--- src/inc/mev_pkg.sv ---
// constants of the motion event detect and configuration block
// assumes a 250 MHz core clock and an 8-bit register port decoded upstream
package mev_pkg;

   // ---------------------------------------------------------------
   // register offsets
   // ---------------------------------------------------------------
   localparam logic [5:0] MEV_OFS_SHOCK_THR = 6'h1d;
   localparam logic [5:0] MEV_OFS_X_TRIM = 6'h1e;
   localparam logic [5:0] MEV_OFS_Y_TRIM = 6'h1f;
   localparam logic [5:0] MEV_OFS_Z_TRIM = 6'h20;
   localparam logic [5:0] MEV_OFS_DUR = 6'h21;
   localparam logic [5:0] MEV_OFS_WAIT = 6'h22;
   localparam logic [5:0] MEV_OFS_WINDOW = 6'h23;
   localparam logic [5:0] MEV_OFS_MOT_THR = 6'h24;
   localparam logic [5:0] MEV_OFS_STILL_THR = 6'h25;
   localparam logic [5:0] MEV_OFS_STILL_TIME = 6'h26;
   localparam logic [5:0] MEV_OFS_COUPLING = 6'h27;
   localparam logic [5:0] MEV_OFS_SHOCK_AXES = 6'h2a;
   localparam logic [5:0] MEV_OFS_SOURCE = 6'h2b;
   localparam logic [5:0] MEV_OFS_RATE = 6'h2c;
   localparam logic [5:0] MEV_OFS_EVT_FLAGS = 6'h30;

   // ---------------------------------------------------------------
   // field positions
   // ---------------------------------------------------------------
   localparam int MEV_CPL_ACT_AC = 7;
   localparam int MEV_CPL_ACT_AX = 4;
   localparam int MEV_CPL_INA_AC = 3;
   localparam int MEV_CPL_INA_AX = 0;
   localparam int MEV_SHK_SUPPRESS = 3;
   localparam int MEV_SRC_ACT = 4;
   localparam int MEV_SRC_ASLEEP = 3;
   localparam int MEV_SRC_SHK = 0;
   localparam int MEV_RATE_LOWPWR = 4;
   localparam int MEV_FLG_SINGLE = 6;
   localparam int MEV_FLG_DOUBLE = 5;
   localparam int MEV_FLG_ACT = 4;
   localparam int MEV_FLG_INACT = 3;

   // ---------------------------------------------------------------
   // reset values
   // ---------------------------------------------------------------
   localparam logic [7:0] MEV_RST_ZERO = 8'h00;
   localparam logic [4:0] MEV_RST_RATE = 5'h0a;

   // ---------------------------------------------------------------
   // timing
   // ---------------------------------------------------------------
   localparam int MEV_CLK_PERIOD_NS = 4;
   localparam int MEV_DUR_LSB_US = 625;
   localparam int MEV_WAIT_LSB_US = 1250;
   localparam int MEV_STILL_LSB_S = 1;
   localparam int MEV_TICK_CYC = (MEV_DUR_LSB_US * 1000) / MEV_CLK_PERIOD_NS;
   localparam int MEV_WAIT_TICKS = MEV_WAIT_LSB_US / MEV_DUR_LSB_US;
   localparam int MEV_STILL_TICKS = (MEV_STILL_LSB_S * 1000000) / MEV_DUR_LSB_US;

endpackage

--- src/rtl/mev_detect.sv ---
// motion event detection: offset trim, shock, activity, inactivity,
// axis source and output rate registers
// assumes samples and register strokes come from logic on ref_clk_i
`timescale 1ns/10ps
`default_nettype none

// Behaviour
// - add signed per-axis trim to output samples
// - shock qualifies only if short enough
// - zero duration disables single and double shock
// - wait before second window; zero disables
// - second shock starts inside window; zero disables
// - activity compares against scaled motion threshold
// - inactivity compares against scaled stillness threshold
// - inactivity after stillness time, one-second steps
// - inactivity uses filtered data, others raw
// - need one sample; zero time fires at once
// - coupling bit selects dc or ac compare
// - ac activity compares against latched reference
// - ac inactivity refreshes reference when exceeded
// - axis enables; none enabled disables function
// - activity any axis, inactivity all axes
// - shock axis register layout, high bits zero
// - suppress cancels double on latency overshoot
// - source bits mark first axes, overwritten only
// - removed axis source clears at next event
// - asleep bit moves only under autosleep
// - rate register, low power bit, default 0x0a
// - shock compares against scaled shock threshold
// - event flags clear on reading them
module mev_detect
   import mev_pkg::*;
#(
   parameter int TICK_CYCLES = MEV_TICK_CYC,
   parameter int OFS_SHIFT = 2,
   parameter int THR_SHIFT = 4
) (
   input wire logic ref_clk_i,
   input wire logic nrst_i,
   input wire logic reg_wr_i,
   input wire logic reg_rd_i,
   input wire logic [5:0] reg_addr_i,
   input wire logic [7:0] reg_wdata_i,
   output logic [7:0] reg_rdata_o,
   input wire logic smp_valid_i,
   input wire logic [15:0] raw_x_i,
   input wire logic [15:0] raw_y_i,
   input wire logic [15:0] raw_z_i,
   input wire logic [15:0] filt_x_i,
   input wire logic [15:0] filt_y_i,
   input wire logic [15:0] filt_z_i,
   input wire logic autosleep_en_i,
   output logic [15:0] out_x_o,
   output logic [15:0] out_y_o,
   output logic [15:0] out_z_o,
   output logic [3:0] rate_code_o,
   output logic low_power_o,
   output logic asleep_o
);

   if (TICK_CYCLES < 1 || OFS_SHIFT < 0 || OFS_SHIFT > 7 || THR_SHIFT < 0 || THR_SHIFT > 8) begin : g_chk
      $error("mev_detect: parameter out of range");
   end

   // ---------------------------------------------------------------
   // state
   // ---------------------------------------------------------------
   typedef enum logic [2:0] {
      SHK_IDLE,
      SHK_ABOVE,
      SHK_WAIT,
      SHK_WINDOW,
      SHK_ABOVE2,
      SHK_HOLD
   } mev_shk_t;

   typedef struct packed {
      logic [7:0] thr_shk;
      logic [2:0][7:0] trim;
      logic [7:0] shock_max_duration;
      logic [7:0] wait_t;
      logic [7:0] win;
      logic [7:0] thr_act;
      logic [7:0] thr_ina;
      logic [7:0] t_ina;
      logic [7:0] cpl;
      logic [3:0] shk_axes;
      logic [4:0] rate;
      logic [2:0] src_act;
      logic [2:0] src_shk;
      logic [3:0] flags;
      logic asleep;
      logic [31:0] tick_cnt;
      logic tick;
      mev_shk_t shk;
      logic [9:0] shk_cnt;
      logic [2:0] shk_lvl;
      logic [2:0] shk_first;
      logic [2:0][15:0] act_ref;
      logic act_ref_ok;
      logic [2:0][15:0] ina_ref;
      logic ina_seen;
      logic ina_below;
      logic [18:0] ina_cnt;
      logic ina_done;
      logic [2:0][15:0] outs;
      logic [7:0] rdata;
   } mev_state_t;

   mev_state_t q;
   mev_state_t d;
   logic act_evt;
   logic ina_evt;
   logic sgl_evt;
   logic dbl_evt;

   // ---------------------------------------------------------------
   // helpers
   // ---------------------------------------------------------------
   // trim weight is a power of two of the data lsb; result saturates
   function automatic logic [15:0] mev_trim(input logic [15:0] s, input logic [7:0] t);
      logic signed [17:0] r;
      r = $signed({{2{s[15]}}, s}) + ($signed({{10{t[7]}}, t}) <<< OFS_SHIFT);
      if (r > 18'sh07fff) begin
         return 16'h7fff;
      end else if (r < -18'sh08000) begin
         return 16'h8000;
      end
      return r[15:0];
   endfunction

   // absolute difference of two signed samples
   function automatic logic [16:0] mev_mag(input logic [15:0] a, input logic [15:0] b);
      logic signed [16:0] dlt;
      dlt = $signed({a[15], a}) - $signed({b[15], b});
      return dlt[16] ? 17'(-dlt) : 17'(dlt);
   endfunction

   function automatic logic [16:0] mev_thr(input logic [7:0] t);
      return 17'({9'h000, t} << THR_SHIFT);
   endfunction

   logic [2:0][15:0] raw;
   logic [2:0][15:0] filt;
   // index 2 is x so axis vectors line up with the x y z enable and source bits
   assign raw = {raw_x_i, raw_y_i, raw_z_i};
   assign filt = {filt_x_i, filt_y_i, filt_z_i};

   // ---------------------------------------------------------------
   // next state
   // ---------------------------------------------------------------
   always_comb begin
      logic [2:0] shk_over;
      logic [2:0] act_over;
      logic [2:0] ina_over;
      logic [2:0] act_ax;
      logic [2:0] ina_ax;
      logic [2:0] shk_ax;
      logic dbl_ok;
      logic rd_flags;
      d = q;
      shk_over = 3'h0;
      act_over = 3'h0;
      ina_over = 3'h0;
      act_ax = q.cpl[MEV_CPL_ACT_AX +: 3];
      ina_ax = q.cpl[MEV_CPL_INA_AX +: 3];
      shk_ax = q.shk_axes[2:0];
      dbl_ok = (q.wait_t != 8'h00) && (q.win != 8'h00);
      rd_flags = reg_rd_i && (reg_addr_i == MEV_OFS_EVT_FLAGS);
      act_evt = 1'b0;
      ina_evt = 1'b0;
      sgl_evt = 1'b0;
      dbl_evt = 1'b0;

      // event timers run from one shared timebase tick
      d.tick = 1'b0;
      if (q.tick_cnt >= 32'(TICK_CYCLES - 1)) begin
         d.tick_cnt = 32'h0;
         d.tick = 1'b1;
      end else begin
         d.tick_cnt = q.tick_cnt + 32'h1;
      end

      for (int i = 0; i < 3; i++) begin
         shk_over[i] = mev_mag(raw[i], 16'h0000) > mev_thr(q.thr_shk);
         if (q.cpl[MEV_CPL_ACT_AC]) begin
            act_over[i] = mev_mag(raw[i], q.act_ref[i]) > mev_thr(q.thr_act);
         end else begin
            act_over[i] = mev_mag(raw[i], 16'h0000) > mev_thr(q.thr_act);
         end
         if (q.cpl[MEV_CPL_INA_AC]) begin
            ina_over[i] = mev_mag(filt[i], q.ina_ref[i]) >= mev_thr(q.thr_ina);
         end else begin
            ina_over[i] = mev_mag(filt[i], 16'h0000) >= mev_thr(q.thr_ina);
         end
      end

      // ------------------------------------------------------------
      // output samples and level capture
      // ------------------------------------------------------------
      if (smp_valid_i) begin
         for (int i = 0; i < 3; i++) begin
            d.outs[i] = mev_trim(raw[i], q.trim[i]);
         end
         d.shk_lvl = shk_over & shk_ax;
      end

      // ------------------------------------------------------------
      // activity: any enabled axis
      // ------------------------------------------------------------
      if (smp_valid_i && act_ax != 3'h0) begin
         if (q.cpl[MEV_CPL_ACT_AC] && !q.act_ref_ok) begin
            d.act_ref = raw;
            d.act_ref_ok = 1'b1;
         end else if ((act_over & act_ax) != 3'h0) begin
            act_evt = 1'b1;
            d.src_act = act_over & act_ax;
            d.act_ref_ok = 1'b0;
         end
      end
      if (!q.cpl[MEV_CPL_ACT_AC] || act_ax == 3'h0) begin
         d.act_ref_ok = 1'b0;
      end

      // ------------------------------------------------------------
      // inactivity: all enabled axes, filtered data
      // ------------------------------------------------------------
      if (ina_ax == 3'h0) begin
         d.ina_cnt = 19'h0;
         d.ina_done = 1'b0;
         d.ina_below = 1'b0;
      end else begin
         if (smp_valid_i) begin
            d.ina_seen = 1'b1;
            d.ina_below = (ina_over & ina_ax) == 3'h0;
            if ((ina_over & ina_ax) != 3'h0) begin
               d.ina_ref = filt;
               d.ina_cnt = 19'h0;
               d.ina_done = 1'b0;
            end
         end
         if (q.ina_seen && q.ina_below && !q.ina_done) begin
            if (q.ina_cnt >= 19'(32'(q.t_ina) * MEV_STILL_TICKS)) begin
               ina_evt = 1'b1;
               d.ina_done = 1'b1;
            end else if (q.tick) begin
               d.ina_cnt = q.ina_cnt + 19'h1;
            end
         end
      end

      // ------------------------------------------------------------
      // shock sequence
      // ------------------------------------------------------------
      case (q.shk)
         SHK_IDLE: begin
            if (q.shock_max_duration != 8'h00 && q.shk_lvl != 3'h0) begin
               d.shk = SHK_ABOVE;
               d.shk_cnt = 10'h0;
               d.shk_first = q.shk_lvl;
            end
         end
         SHK_ABOVE, SHK_ABOVE2: begin
            if (q.shk_cnt > {2'b00, q.shock_max_duration}) begin
               d.shk = SHK_HOLD;
            end else if (q.shk_lvl == 3'h0) begin
               d.src_shk = q.shk_first & shk_ax;
               d.shk_cnt = 10'h0;
               if (q.shk == SHK_ABOVE2) begin
                  dbl_evt = 1'b1;
                  d.shk = SHK_IDLE;
               end else begin
                  sgl_evt = 1'b1;
                  d.shk = dbl_ok ? SHK_WAIT : SHK_IDLE;
               end
            end else if (q.tick) begin
               d.shk_cnt = q.shk_cnt + 10'h1;
            end
         end
         SHK_WAIT: begin
            if (q.shk_axes[MEV_SHK_SUPPRESS] && q.shk_lvl != 3'h0) begin
               d.shk = SHK_IDLE;
            end else if (q.shk_cnt >= 10'(32'(q.wait_t) * MEV_WAIT_TICKS)) begin
               d.shk = SHK_WINDOW;
               d.shk_cnt = 10'h0;
            end else if (q.tick) begin
               d.shk_cnt = q.shk_cnt + 10'h1;
            end
         end
         SHK_WINDOW: begin
            if (q.shk_cnt >= 10'(32'(q.win) * MEV_WAIT_TICKS)) begin
               d.shk = SHK_IDLE;
            end else if (q.shk_lvl != 3'h0) begin
               d.shk = SHK_ABOVE2;
               d.shk_cnt = 10'h0;
               d.shk_first = q.shk_lvl;
            end else if (q.tick) begin
               d.shk_cnt = q.shk_cnt + 10'h1;
            end
         end
         SHK_HOLD: begin
            // an overlong shock must fall below threshold before a new one can start
            if (q.shk_lvl == 3'h0) begin
               d.shk = SHK_IDLE;
            end
         end
         default: begin
            d.shk = SHK_IDLE;
         end
      endcase
      if (q.shock_max_duration == 8'h00 || (!dbl_ok && q.shk != SHK_ABOVE && q.shk != SHK_IDLE)) begin
         d.shk = (q.shock_max_duration == 8'h00) ? SHK_IDLE : d.shk;
      end
      if (!dbl_ok && (q.shk == SHK_WAIT || q.shk == SHK_WINDOW || q.shk == SHK_ABOVE2)) begin
         d.shk = SHK_IDLE;
      end

      // only autosleep moves the asleep bit
      if (autosleep_en_i) begin
         if (ina_evt) begin
            d.asleep = 1'b1;
         end else if (act_evt) begin
            d.asleep = 1'b0;
         end
      end

      // ------------------------------------------------------------
      // register port; event flags clear on read, a new event wins
      // ------------------------------------------------------------
      if (rd_flags) begin
         d.flags = 4'h0;
      end
      d.flags = d.flags | {sgl_evt, dbl_evt, act_evt, ina_evt};

      if (reg_wr_i) begin
         case (reg_addr_i)
            MEV_OFS_SHOCK_THR: d.thr_shk = reg_wdata_i;
            MEV_OFS_X_TRIM: d.trim[2] = reg_wdata_i;
            MEV_OFS_Y_TRIM: d.trim[1] = reg_wdata_i;
            MEV_OFS_Z_TRIM: d.trim[0] = reg_wdata_i;
            MEV_OFS_DUR: d.shock_max_duration = reg_wdata_i;
            MEV_OFS_WAIT: d.wait_t = reg_wdata_i;
            MEV_OFS_WINDOW: d.win = reg_wdata_i;
            MEV_OFS_MOT_THR: d.thr_act = reg_wdata_i;
            MEV_OFS_STILL_THR: d.thr_ina = reg_wdata_i;
            MEV_OFS_STILL_TIME: d.t_ina = reg_wdata_i;
            MEV_OFS_COUPLING: d.cpl = reg_wdata_i;
            MEV_OFS_SHOCK_AXES: d.shk_axes = reg_wdata_i[3:0];
            MEV_OFS_RATE: d.rate = reg_wdata_i[4:0];
            default: begin
            end
         endcase
      end

      d.rdata = 8'h00;
      if (reg_rd_i) begin
         case (reg_addr_i)
            MEV_OFS_SHOCK_THR: d.rdata = q.thr_shk;
            MEV_OFS_X_TRIM: d.rdata = q.trim[2];
            MEV_OFS_Y_TRIM: d.rdata = q.trim[1];
            MEV_OFS_Z_TRIM: d.rdata = q.trim[0];
            MEV_OFS_DUR: d.rdata = q.shock_max_duration;
            MEV_OFS_WAIT: d.rdata = q.wait_t;
            MEV_OFS_WINDOW: d.rdata = q.win;
            MEV_OFS_MOT_THR: d.rdata = q.thr_act;
            MEV_OFS_STILL_THR: d.rdata = q.thr_ina;
            MEV_OFS_STILL_TIME: d.rdata = q.t_ina;
            MEV_OFS_COUPLING: d.rdata = q.cpl;
            MEV_OFS_SHOCK_AXES: d.rdata = {4'h0, q.shk_axes};
            MEV_OFS_SOURCE: d.rdata = {1'b0, q.src_act, q.asleep, q.src_shk};
            MEV_OFS_RATE: d.rdata = {3'h0, q.rate};
            MEV_OFS_EVT_FLAGS: d.rdata = {1'b0, q.flags, 3'h0};
            default: d.rdata = 8'h00;
         endcase
      end
   end

   always_ff @(posedge ref_clk_i or negedge nrst_i) begin
      if (!nrst_i) begin
         q <= '0;
         q.rate <= MEV_RST_RATE;
         q.shk <= SHK_IDLE;
      end else begin
         q <= d;
      end
   end

   assign reg_rdata_o = q.rdata;
   assign out_x_o = q.outs[2];
   assign out_y_o = q.outs[1];
   assign out_z_o = q.outs[0];
   assign rate_code_o = q.rate[3:0];
   assign low_power_o = q.rate[MEV_RATE_LOWPWR];
   assign asleep_o = q.asleep;
endmodule

`default_nettype wire

--- config.mk ---
export PLATFORM = sky130hd
export DESIGN_NAME = mev_detect
export DESIGN_NICKNAME = d
export VERILOG_FILES = /design/src/inc/mev_pkg.sv /design/src/rtl/mev_detect.sv
export SDC_FILE = /design/constraint.sdc
export NUM_CORES = 1
export LEC_CHECK = 0
export BUFFER_PORTS_ARGS = -buffer_cell sky130_fd_sc_hd__buf_2
export CAP_MARGIN = 10
export CORE_MARGIN = 2
export CORE_UTILIZATION = 59
export DETAILED_ROUTE_END_ITERATION = 10
export GPL_TIMING_DRIVEN = 0
export HOLD_SLACK_MARGIN = 0.03
export PLACE_DENSITY = 0.79
export SLEW_MARGIN = 20
export SYNTH_ARGS = -nofsm -noshare
export SYNTH_HDL_FRONTEND = slang
export SYNTH_SLANG_ARGS = --single-unit
--- constraint.sdc ---
create_clock -name ref_clk_i -period 7.7 [get_ports ref_clk_i]
set_input_delay 0.385 -clock ref_clk_i [delete_from_list [all_inputs] [get_ports ref_clk_i]]
set_output_delay 0.385 -clock ref_clk_i [all_outputs]
set_load 0.01 [all_outputs]
==> results_dict.tcl, run 1 <==
set metrics [dict create \
    run_status "completed" \
    critical-path-max-stage-delay_ns 0.41 \
    total_power_per_unit_cell_area_nw_per_um2 369 \
    design.final.nets 4204 \
    clock_power_share_pct 17.0 \
    finalCritPeriodShare_pct 81.1 \
    grt_pass1_wl_um 137000 \
    h_tree_depth 2 \
    standard_cell_core_area_um2 51200 \
    layout.cell_area.non_filler_um2 33900 \
    groute.usage.overall_pct 31.9 \
    initial_antenna_violation_count 11 \
    first_iter_violations 2188 \
    max-cap-violations 0 \
    hpwlAfterDp_um 65600 \
    tritoncts.num_buffers 41 \
    floorplan.die_area_um2 53600 \
    cts_buffer_depth 3 \
    number_of_enable_flip_flop_cells_after_synthesis 0 \
    synth_area_um2 30500 \
    fmax_ghz 0.160 \
    preCtsSetupSlack_ns 1.21 \
    first_global_vias 26000 \
    routabilityCongestion 0.954 \
    timing.setup.tns_ns 0 \
    fill_cells 4263 \
    die_h_um 231 \
    synth_top_flop_cell "sky130_fd_sc_hd__dfrtp_1" \
    crit_family "compound AO/OA/AOI/OAI gates" \
    floorplan.initialDensity_pct 59.6 \
    tritoncts "yes" \
    p_leak_nw 15.2 \
    worstSkewPairLatency_ns 0.59 \
    grt.overflow.total 0 \
    worst_path_most_repeated_cell "sky130_fd_sc_hd__o21a_1" \
    fin_ws_ns 1.45 \
    rows 83 \
    drive_gt1_share_pct 13.3 \
    buffer_ports.inserted 174 \
    die-width_um 231 \
    mostFrequentLayoutCell "sky130_fd_sc_hd__ha_1" \
    report.final.hold_viol_count 0 \
    power.net_switching_mw 5.62 \
    yosys_warnings 0 \
    worstPathBufferInverterCount 5 \
    switching_share_pct 45.0 \
    post_layout_util_pct 66.2 \
    boundaryPins 178 \
    fin_hold_ws_ns 0.0553 \
    slew_viols_final 0 \
    cp.arrival_ns 6.74 \
    maxSlewHeadroom_pct 23.9 \
    detail_route.drc_violations 0 \
    drt_pre_antenna_iters 7 \
    setup.worst_path.start_class "flop" \
    grt_max_degree 99 \
    cts.sink_count 335 \
    power.share.combinational_pct 62.5 \
    hp-class "primary input to flop" \
    leading_cell_types_in_the_layout_fill_and_taps_excluded "sky130_fd_sc_hd__ha_1, sky130_fd_sc_hd__dfrtp_1, sky130_fd_sc_hd__nand2_1" \
    detailed_route_via_count 27700 \
    route.detailed.wl_per_inst_um 19.4 \
    syn-instance-count 3496 \
    synth.yosys.seq_area_share_pct 27.5 \
    instances_no_fill 4447 \
    avgSynthCellArea_um2 8.73 \
    timing.critical_path.to_type "flop" \
    post_dp_cell_area_um2 32400 \
    max-vdd-ir-drop_mv 0.252 \
    power.sequential.fraction_pct 20.5 \
    fin_total_pwr_mw 12.5 \
    via_per_inst 6.22 \
    finalSetupViolations 0 \
    timing.setup.critical_path_class "flop to flop" \
    clk_pin_slew_worst_paths_ns 0.06 \
    synth.lib_cells_used.distinct 112 \
    critPathMaxFanout 10 \
    worst-endpoint-required_ns 8.20 \
    worst_path_max_delay_cell "sky130_fd_sc_hd__fa_1" \
    ys_ff_latch 335 \
    place_inst 4366 \
    asyncSetResetFlopFracSynth_pct 100 \
    wirelength_um 86400 \
    final.setup_skew_ns 0.0281 \
    cts.repair.resized 0 \
    areaGrowthSynthToFinish_pct 11.0 \
    drt.antenna.violating_nets 0 \
    worst_slew_pin_slew_ns 1.14 \
    internal-power_mw 6.88 \
    period_needed_ns 6.25 \
    cts-root-buf "sky130_fd_sc_hd__clkbuf_16" \
    unrepaired_setup_endpoints_after_global_routing "no" \
]
cell usage after synthesis (12+ instances only):
cell type                     n  area (um2)
sky130_fd_sc_hd__mux2i_1     15         150
sky130_fd_sc_hd__o21bai_1    25         188
sky130_fd_sc_hd__mux2_1      45         507
sky130_fd_sc_hd__o31a_1      15         131
sky130_fd_sc_hd__fa_1        12         240
sky130_fd_sc_hd__a211o_1     17         149
sky130_fd_sc_hd__clkbuf_1    90         338
sky130_fd_sc_hd__or4_1       21         158
sky130_fd_sc_hd__nor3b_1     12        90.1
sky130_fd_sc_hd__nand2_1    252         946
sky130_fd_sc_hd__a221oi_1    24         210
sky130_fd_sc_hd__inv_1      242         908
sky130_fd_sc_hd__and3_1      39         244
sky130_fd_sc_hd__nand3_1     79         395
sky130_fd_sc_hd__a2111oi_0   16         140
sky130_fd_sc_hd__xnor2_1    153        1340
sky130_fd_sc_hd__a31oi_1     34         213
sky130_fd_sc_hd__xor2_1      77         674
sky130_fd_sc_hd__or2_2       16         100
sky130_fd_sc_hd__a211oi_1    67         503
sky130_fd_sc_hd__nor4_1      26         163
sky130_fd_sc_hd__nor2_1     249         935
sky130_fd_sc_hd__nand3b_1    13        97.6
sky130_fd_sc_hd__dfrtp_1    333        8330
sky130_fd_sc_hd__o211ai_1    21         158
sky130_fd_sc_hd__mux2_2     110        1240
sky130_fd_sc_hd__a21o_1      55         413
sky130_fd_sc_hd__or3_1       19         119
sky130_fd_sc_hd__buf_4       60         450
sky130_fd_sc_hd__a22o_1      20         175
sky130_fd_sc_hd__nor2b_1     58         363
sky130_fd_sc_hd__o41ai_1     21         184
sky130_fd_sc_hd__a22oi_1     21         158
sky130_fd_sc_hd__nand2b_1    56         350
sky130_fd_sc_hd__nor3_1      74         370
sky130_fd_sc_hd__o31ai_1     26         195
sky130_fd_sc_hd__and2_1      15        93.8
sky130_fd_sc_hd__a21oi_1    154         771
sky130_fd_sc_hd__o21ai_0    242        1210
sky130_fd_sc_hd__o21a_1      64         480
sky130_fd_sc_hd__nand4_1     48         300
sky130_fd_sc_hd__ha_1       345        4320
registers in the layout (all words and copies together), names as in the netlist:
| name | cells |
|---|---|
| rate_code_o | 4 |
| asleep_o | 1 |
| out_x_o | 16 |
| out_y_o | 16 |
| q | 273 |
| low_power_o | 1 |
| out_z_o | 16 |
| reg_rdata_o | 8 |
power groups by stage:
stage | logic (mW) | registers, mW | clock network [mW]
floorplan | 6.05 | 2.44 | 0
global placement | 7.48 | 2.56 | 0
detailed placement | 7.64 | 2.57 | 0
CTS | 7.73 | 2.55 | 2.15
global route | 8.76 | 2.60 | 2.22
finish | 7.81 | 2.56 | 2.13
path summary, 6_finish.rpt:
kind	from	to	slack, ns	depth (start not counted)
setup / recovery	q[110]$_DFFE_PN0P_	q[67]$_DFF_PN0_	1.45	28
hold / removal	autosleep_en_i	asleep_o$_DFFE_PN0P_	0.06	2
hold reg to reg	q[77]$_DFFE_PN0P_	q[77]$_DFFE_PN0P_	0.47	1
setup reg to reg	q[110]$_DFFE_PN0P_	q[67]$_DFF_PN0_	1.45	28
max in group asynchronous	nrst_i	q[213]$_DFF_PN0_	5.98	4
min in group asynchronous	nrst_i	q[145]$_DFFE_PN0P_	0.36	2
final cells by class:
type	count	area [um2]	area share, %
Multi-Input combinational cell	2762	20400	60.0
Sequential cell	335	8390	24.7
Clock buffer	55	1180	3.48
Timing Repair Buffer	179	983	2.90
Buffer	169	938	2.77
Inverter	243	912	2.69
Tap cell	680	851	2.51
Clock inverter	21	287	0.845
Antenna cell	3	7.51	0.0221
cells by family after synthesis:
kind of cell	after synthesis	share of synthesized area, %
and+or+nand+nor	1026	17.0
muxes	171	6.28
other	1	0.0123
DFF	335	27.5
buffers and inverters	412	6.06
xor gates and xnor gates	230	6.60
adders and majority gates	359	15.0
AOI/OAI and AO/OA	962	21.6
layer usage:
layer / GRT usage [%] / part of all wire, % / vias to the layer above
met5: 0 / 0.13 / -
met4: 11.9 / 4.0 / 16
met3: 6.47 / 7.8 / 224
met2: 53.3 / 47 / 1001
met1: 40.7 / 41 / 13200
li1: - / - / 13200
what timing repair did:
| action | CTS | global route |
|---|---|---|
| buffers inserted | 0 | 0 |
| hold buffers | 2 | 0 |
| setup endpoints to repair | 0 | 0 |
| endpoints found under the hold margin | 70 | 0 |
Power figures use the tool's default switching activity.
==> inputs of run 2 (changes only) <==
Settings changed: ABC_AREA set to 1, CORE_UTILIZATION 59 to 57.
Clock period 7.7 ns to 5.5 ns, I/O delays scaled along.
==> results_dict.tcl, run 2 <==
set metrics [dict create \
    slew_viols_final 0 \
    timing.critical_path.to_type "flop" \
    drt_pre_antenna_iters 6 \
    detailroute.wirelength.met2_um 42300 \
    period_needed_ns 5.00 \
    ys_ff_latch 335 \
    worst-endpoint-required_ns 6.02 \
    die_h_um 241 \
    finalCritPeriodShare_pct 90.9 \
    rows 86 \
    synth_top_cell_area_share_pct 26.0 \
    design.final.nets 5534 \
    yosysMostFrequentCell "sky130_fd_sc_hd__nand2_1" \
    first_iter_violations 2875 \
    grt.overflow.total 0 \
    first_global_vias 30000 \
    critPathMaxFanout 10 \
    instances_no_fill 5846 \
    preCtsSetupSlack_ns 0.522 \
    grt_max_degree 97 \
    worst_path_most_repeated_cell "sky130_fd_sc_hd__ha_1" \
    place_inst 5734 \
    routabilityCongestion 0.961 \
    tritoncts.num_buffers 40 \
    max-cap-violations 0 \
    syn-instance-count 4794 \
    crit_chain "ha_1 -> ha_1 -> inv_1 -> fa_1 -> inv_1 -> ha_1 -> nand2_1 -> o21ai_0 -> a21oi_1 -> o21ai_0 -> a21o_1 -> a21oi_1 -> xor2_1 -> ha_1 -> nand2_1 -> nor3_1 -> nand3_1 -> nand4_1 -> clkbuf_1 -> o21ai_0 -> a21oi_2" \
    maxSlewHeadroom_pct 21.0 \
    route.top_layer_used "met5" \
    fin_ws_ns 0.502 \
    cts-root-buf "sky130_fd_sc_hd__clkbuf_16" \
    run_status "completed" \
    number_of_enable_flip_flop_cells_after_synthesis 0 \
    yosys.area.top_type "sky130_fd_sc_hd__dfrtp_1" \
    synth_top_flop_cell "sky130_fd_sc_hd__dfrtp_1" \
    wirelength_um 96300 \
    worstPathBufferInverterCount 3 \
    hpwlAfterDp_um 74600 \
    cts.sink_count 335 \
    initial_antenna_violation_count 8 \
    worst_path_max_delay_cell "sky130_fd_sc_hd__dfrtp_1" \
    synth.top_cells.by_area "sky130_fd_sc_hd__dfrtp_1, sky130_fd_sc_hd__nand2_1, sky130_fd_sc_hd__ha_1, sky130_fd_sc_hd__inv_1, sky130_fd_sc_hd__nand3_1" \
    report.final.hold_viol_count 0 \
    layout.cell_area.non_filler_um2 35800 \
    finalSetupViolations 0 \
    post_dp_cell_area_um2 34100 \
    avgSynthCellArea_um2 6.70 \
    yosys_warnings 0 \
    synth_area_um2 32100 \
    synth.lib_cells_used.distinct 68 \
    cp.arrival_ns 5.51 \
    unrepaired_setup_endpoints_after_global_routing "no" \
    synth.yosys.seq_area_share_pct 26.1 \
    hp-class "primary input to flop" \
    floorplan.die_area_um2 58200 \
    grt_pass1_wl_um 153000 \
    total_power_per_unit_cell_area_nw_per_um2 464 \
    asyncSetResetFlopFracSynth_pct 100 \
    max-vdd-ir-drop_mv 0.338 \
    clk_pin_slew_worst_paths_ns 0.06 \
    p_leak_nw 19.0 \
    cts_buffer_depth 3 \
    h_tree_depth 2 \
    wl_met1_um 41200 \
    detailed_route_via_count 32300 \
    post_layout_util_pct 64.6 \
    floorplan.initialDensity_pct 57.9 \
    largest_register "q" \
    largest_register_ff_count 273 \
    fmax_ghz 0.200 \
    fin_total_pwr_mw 16.6 \
    crit_family "adder cells" \
    drive_gt1_share_pct 7.95 \
    leading_cell_types_in_the_layout_fill_and_taps_excluded "sky130_fd_sc_hd__nand2_1, sky130_fd_sc_hd__inv_1, sky130_fd_sc_hd__nor2_1" \
    route.detailed.wl_per_inst_um 16.5 \
    worstSkewPairLatency_ns 0.59 \
    worst_slew_pin_slew_ns 1.19 \
    areaGrowthSynthToFinish_pct 11.5 \
    detailroute.wirelength.met3_um 8380 \
    timing.setup.tns_ns 0 \
    critical-path-max-stage-delay_ns 0.53 \
    boundaryPins 178 \
    buffer_ports.inserted 176 \
    synth_top_cells_by_count "sky130_fd_sc_hd__nand2_1, sky130_fd_sc_hd__inv_1, sky130_fd_sc_hd__nor2_1" \
    detail_route.drc_violations 0 \
    drt.antenna.violating_nets 0 \
    via_per_inst 5.53 \
    tritoncts "yes" \
    groute.usage.overall_pct 32.9 \
    final.setup_skew_ns 0.0264 \
    setup.worst_path.start_class "flop" \
    fin_hold_ws_ns 0.0486 \
    standard_cell_core_area_um2 55400 \
    die-width_um 241 \
    mostFrequentLayoutCell "sky130_fd_sc_hd__nand2_1" \
    timing.setup.critical_path_class "flop to flop" \
]
==> run 2: repair_timing <==
action,in CTS,in global routing
endpoints found under the hold margin,89,0
gates resized for setup,0,0
hold buffers,33,0
buffers inserted,0,0
==> run 2: cell families (layout without fill, tap and decap cells) <==
kind of cell	Yosys count	count (layout)	share of synthesized area, %
DFF	335	335	26.1
xor gates and xnor gates	188	188	5.26
AOI/OAI and AO/OA	741	741	13.0
muxes	1	1	0.0351
and+or+nand+nor	2269	2269	29.9
adders and majority gates	357	357	14.2
other	1	20	0.0117
buffers and inverters	902	1187	11.5
==> run 2: final timing paths <==
check | startpoint | end | slack [ns] | cells after the start
setup reg to reg | q[259]$_DFFE_PN0P_ | q[74]$_DFF_PN0_ | 0.50 | 21
setup / recovery | q[259]$_DFFE_PN0P_ | q[74]$_DFF_PN0_ | 0.50 | 21
hold / removal | reg_wdata_i[0] | q[279]$_DFFE_PN0P_ | 0.05 | 3
min in group asynchronous | nrst_i | out_z_o[2]$_DFFE_PN0P_ | 0.22 | 2
hold reg to reg | q[77]$_DFFE_PN0P_ | q[77]$_DFFE_PN0P_ | 0.48 | 1
max in group asynchronous | nrst_i | q[195]$_DFF_PN0_ | 4.38 | 3
==> run 2: where the power goes <==
group / total (mW) / switching [mW] / internal [mW]
registers: 3.54 / 0.468 / 3.07
logic: 10.2 / 6.39 / 3.81
clock network: 2.85 / 1.15 / 1.71
total: 16.6 / 8.00 / 8.59
==> run 2: routing by layer <==
metal,track usage [%],up-vias
met4,14.7,4
met3,6.97,242
met2,52.2,1219
li1,-,16100
met5,0,-
met1,43.3,14800
==> run 2: cell type report <==
type | count | area (um2)
diodes | 6 | 15.0
clock buffers | 58 | 1200
flip-flops and latches | 335 | 8390
fillers | 4998 | 19600
inverters | 761 | 2860
clock inverters | 15 | 191
well taps | 748 | 936
plain buffers | 141 | 832
multi-input cells | 3570 | 20100
repair buffers | 212 | 1300
==> run 2: worst min-delay path: cells and delay by family <==
| kind | cells | cell delay, ns |
|---|---|---|
| buffers and inverters | 2 | 0.14 |
| AOI/OAI and AO/OA | 1 | 0.16 |
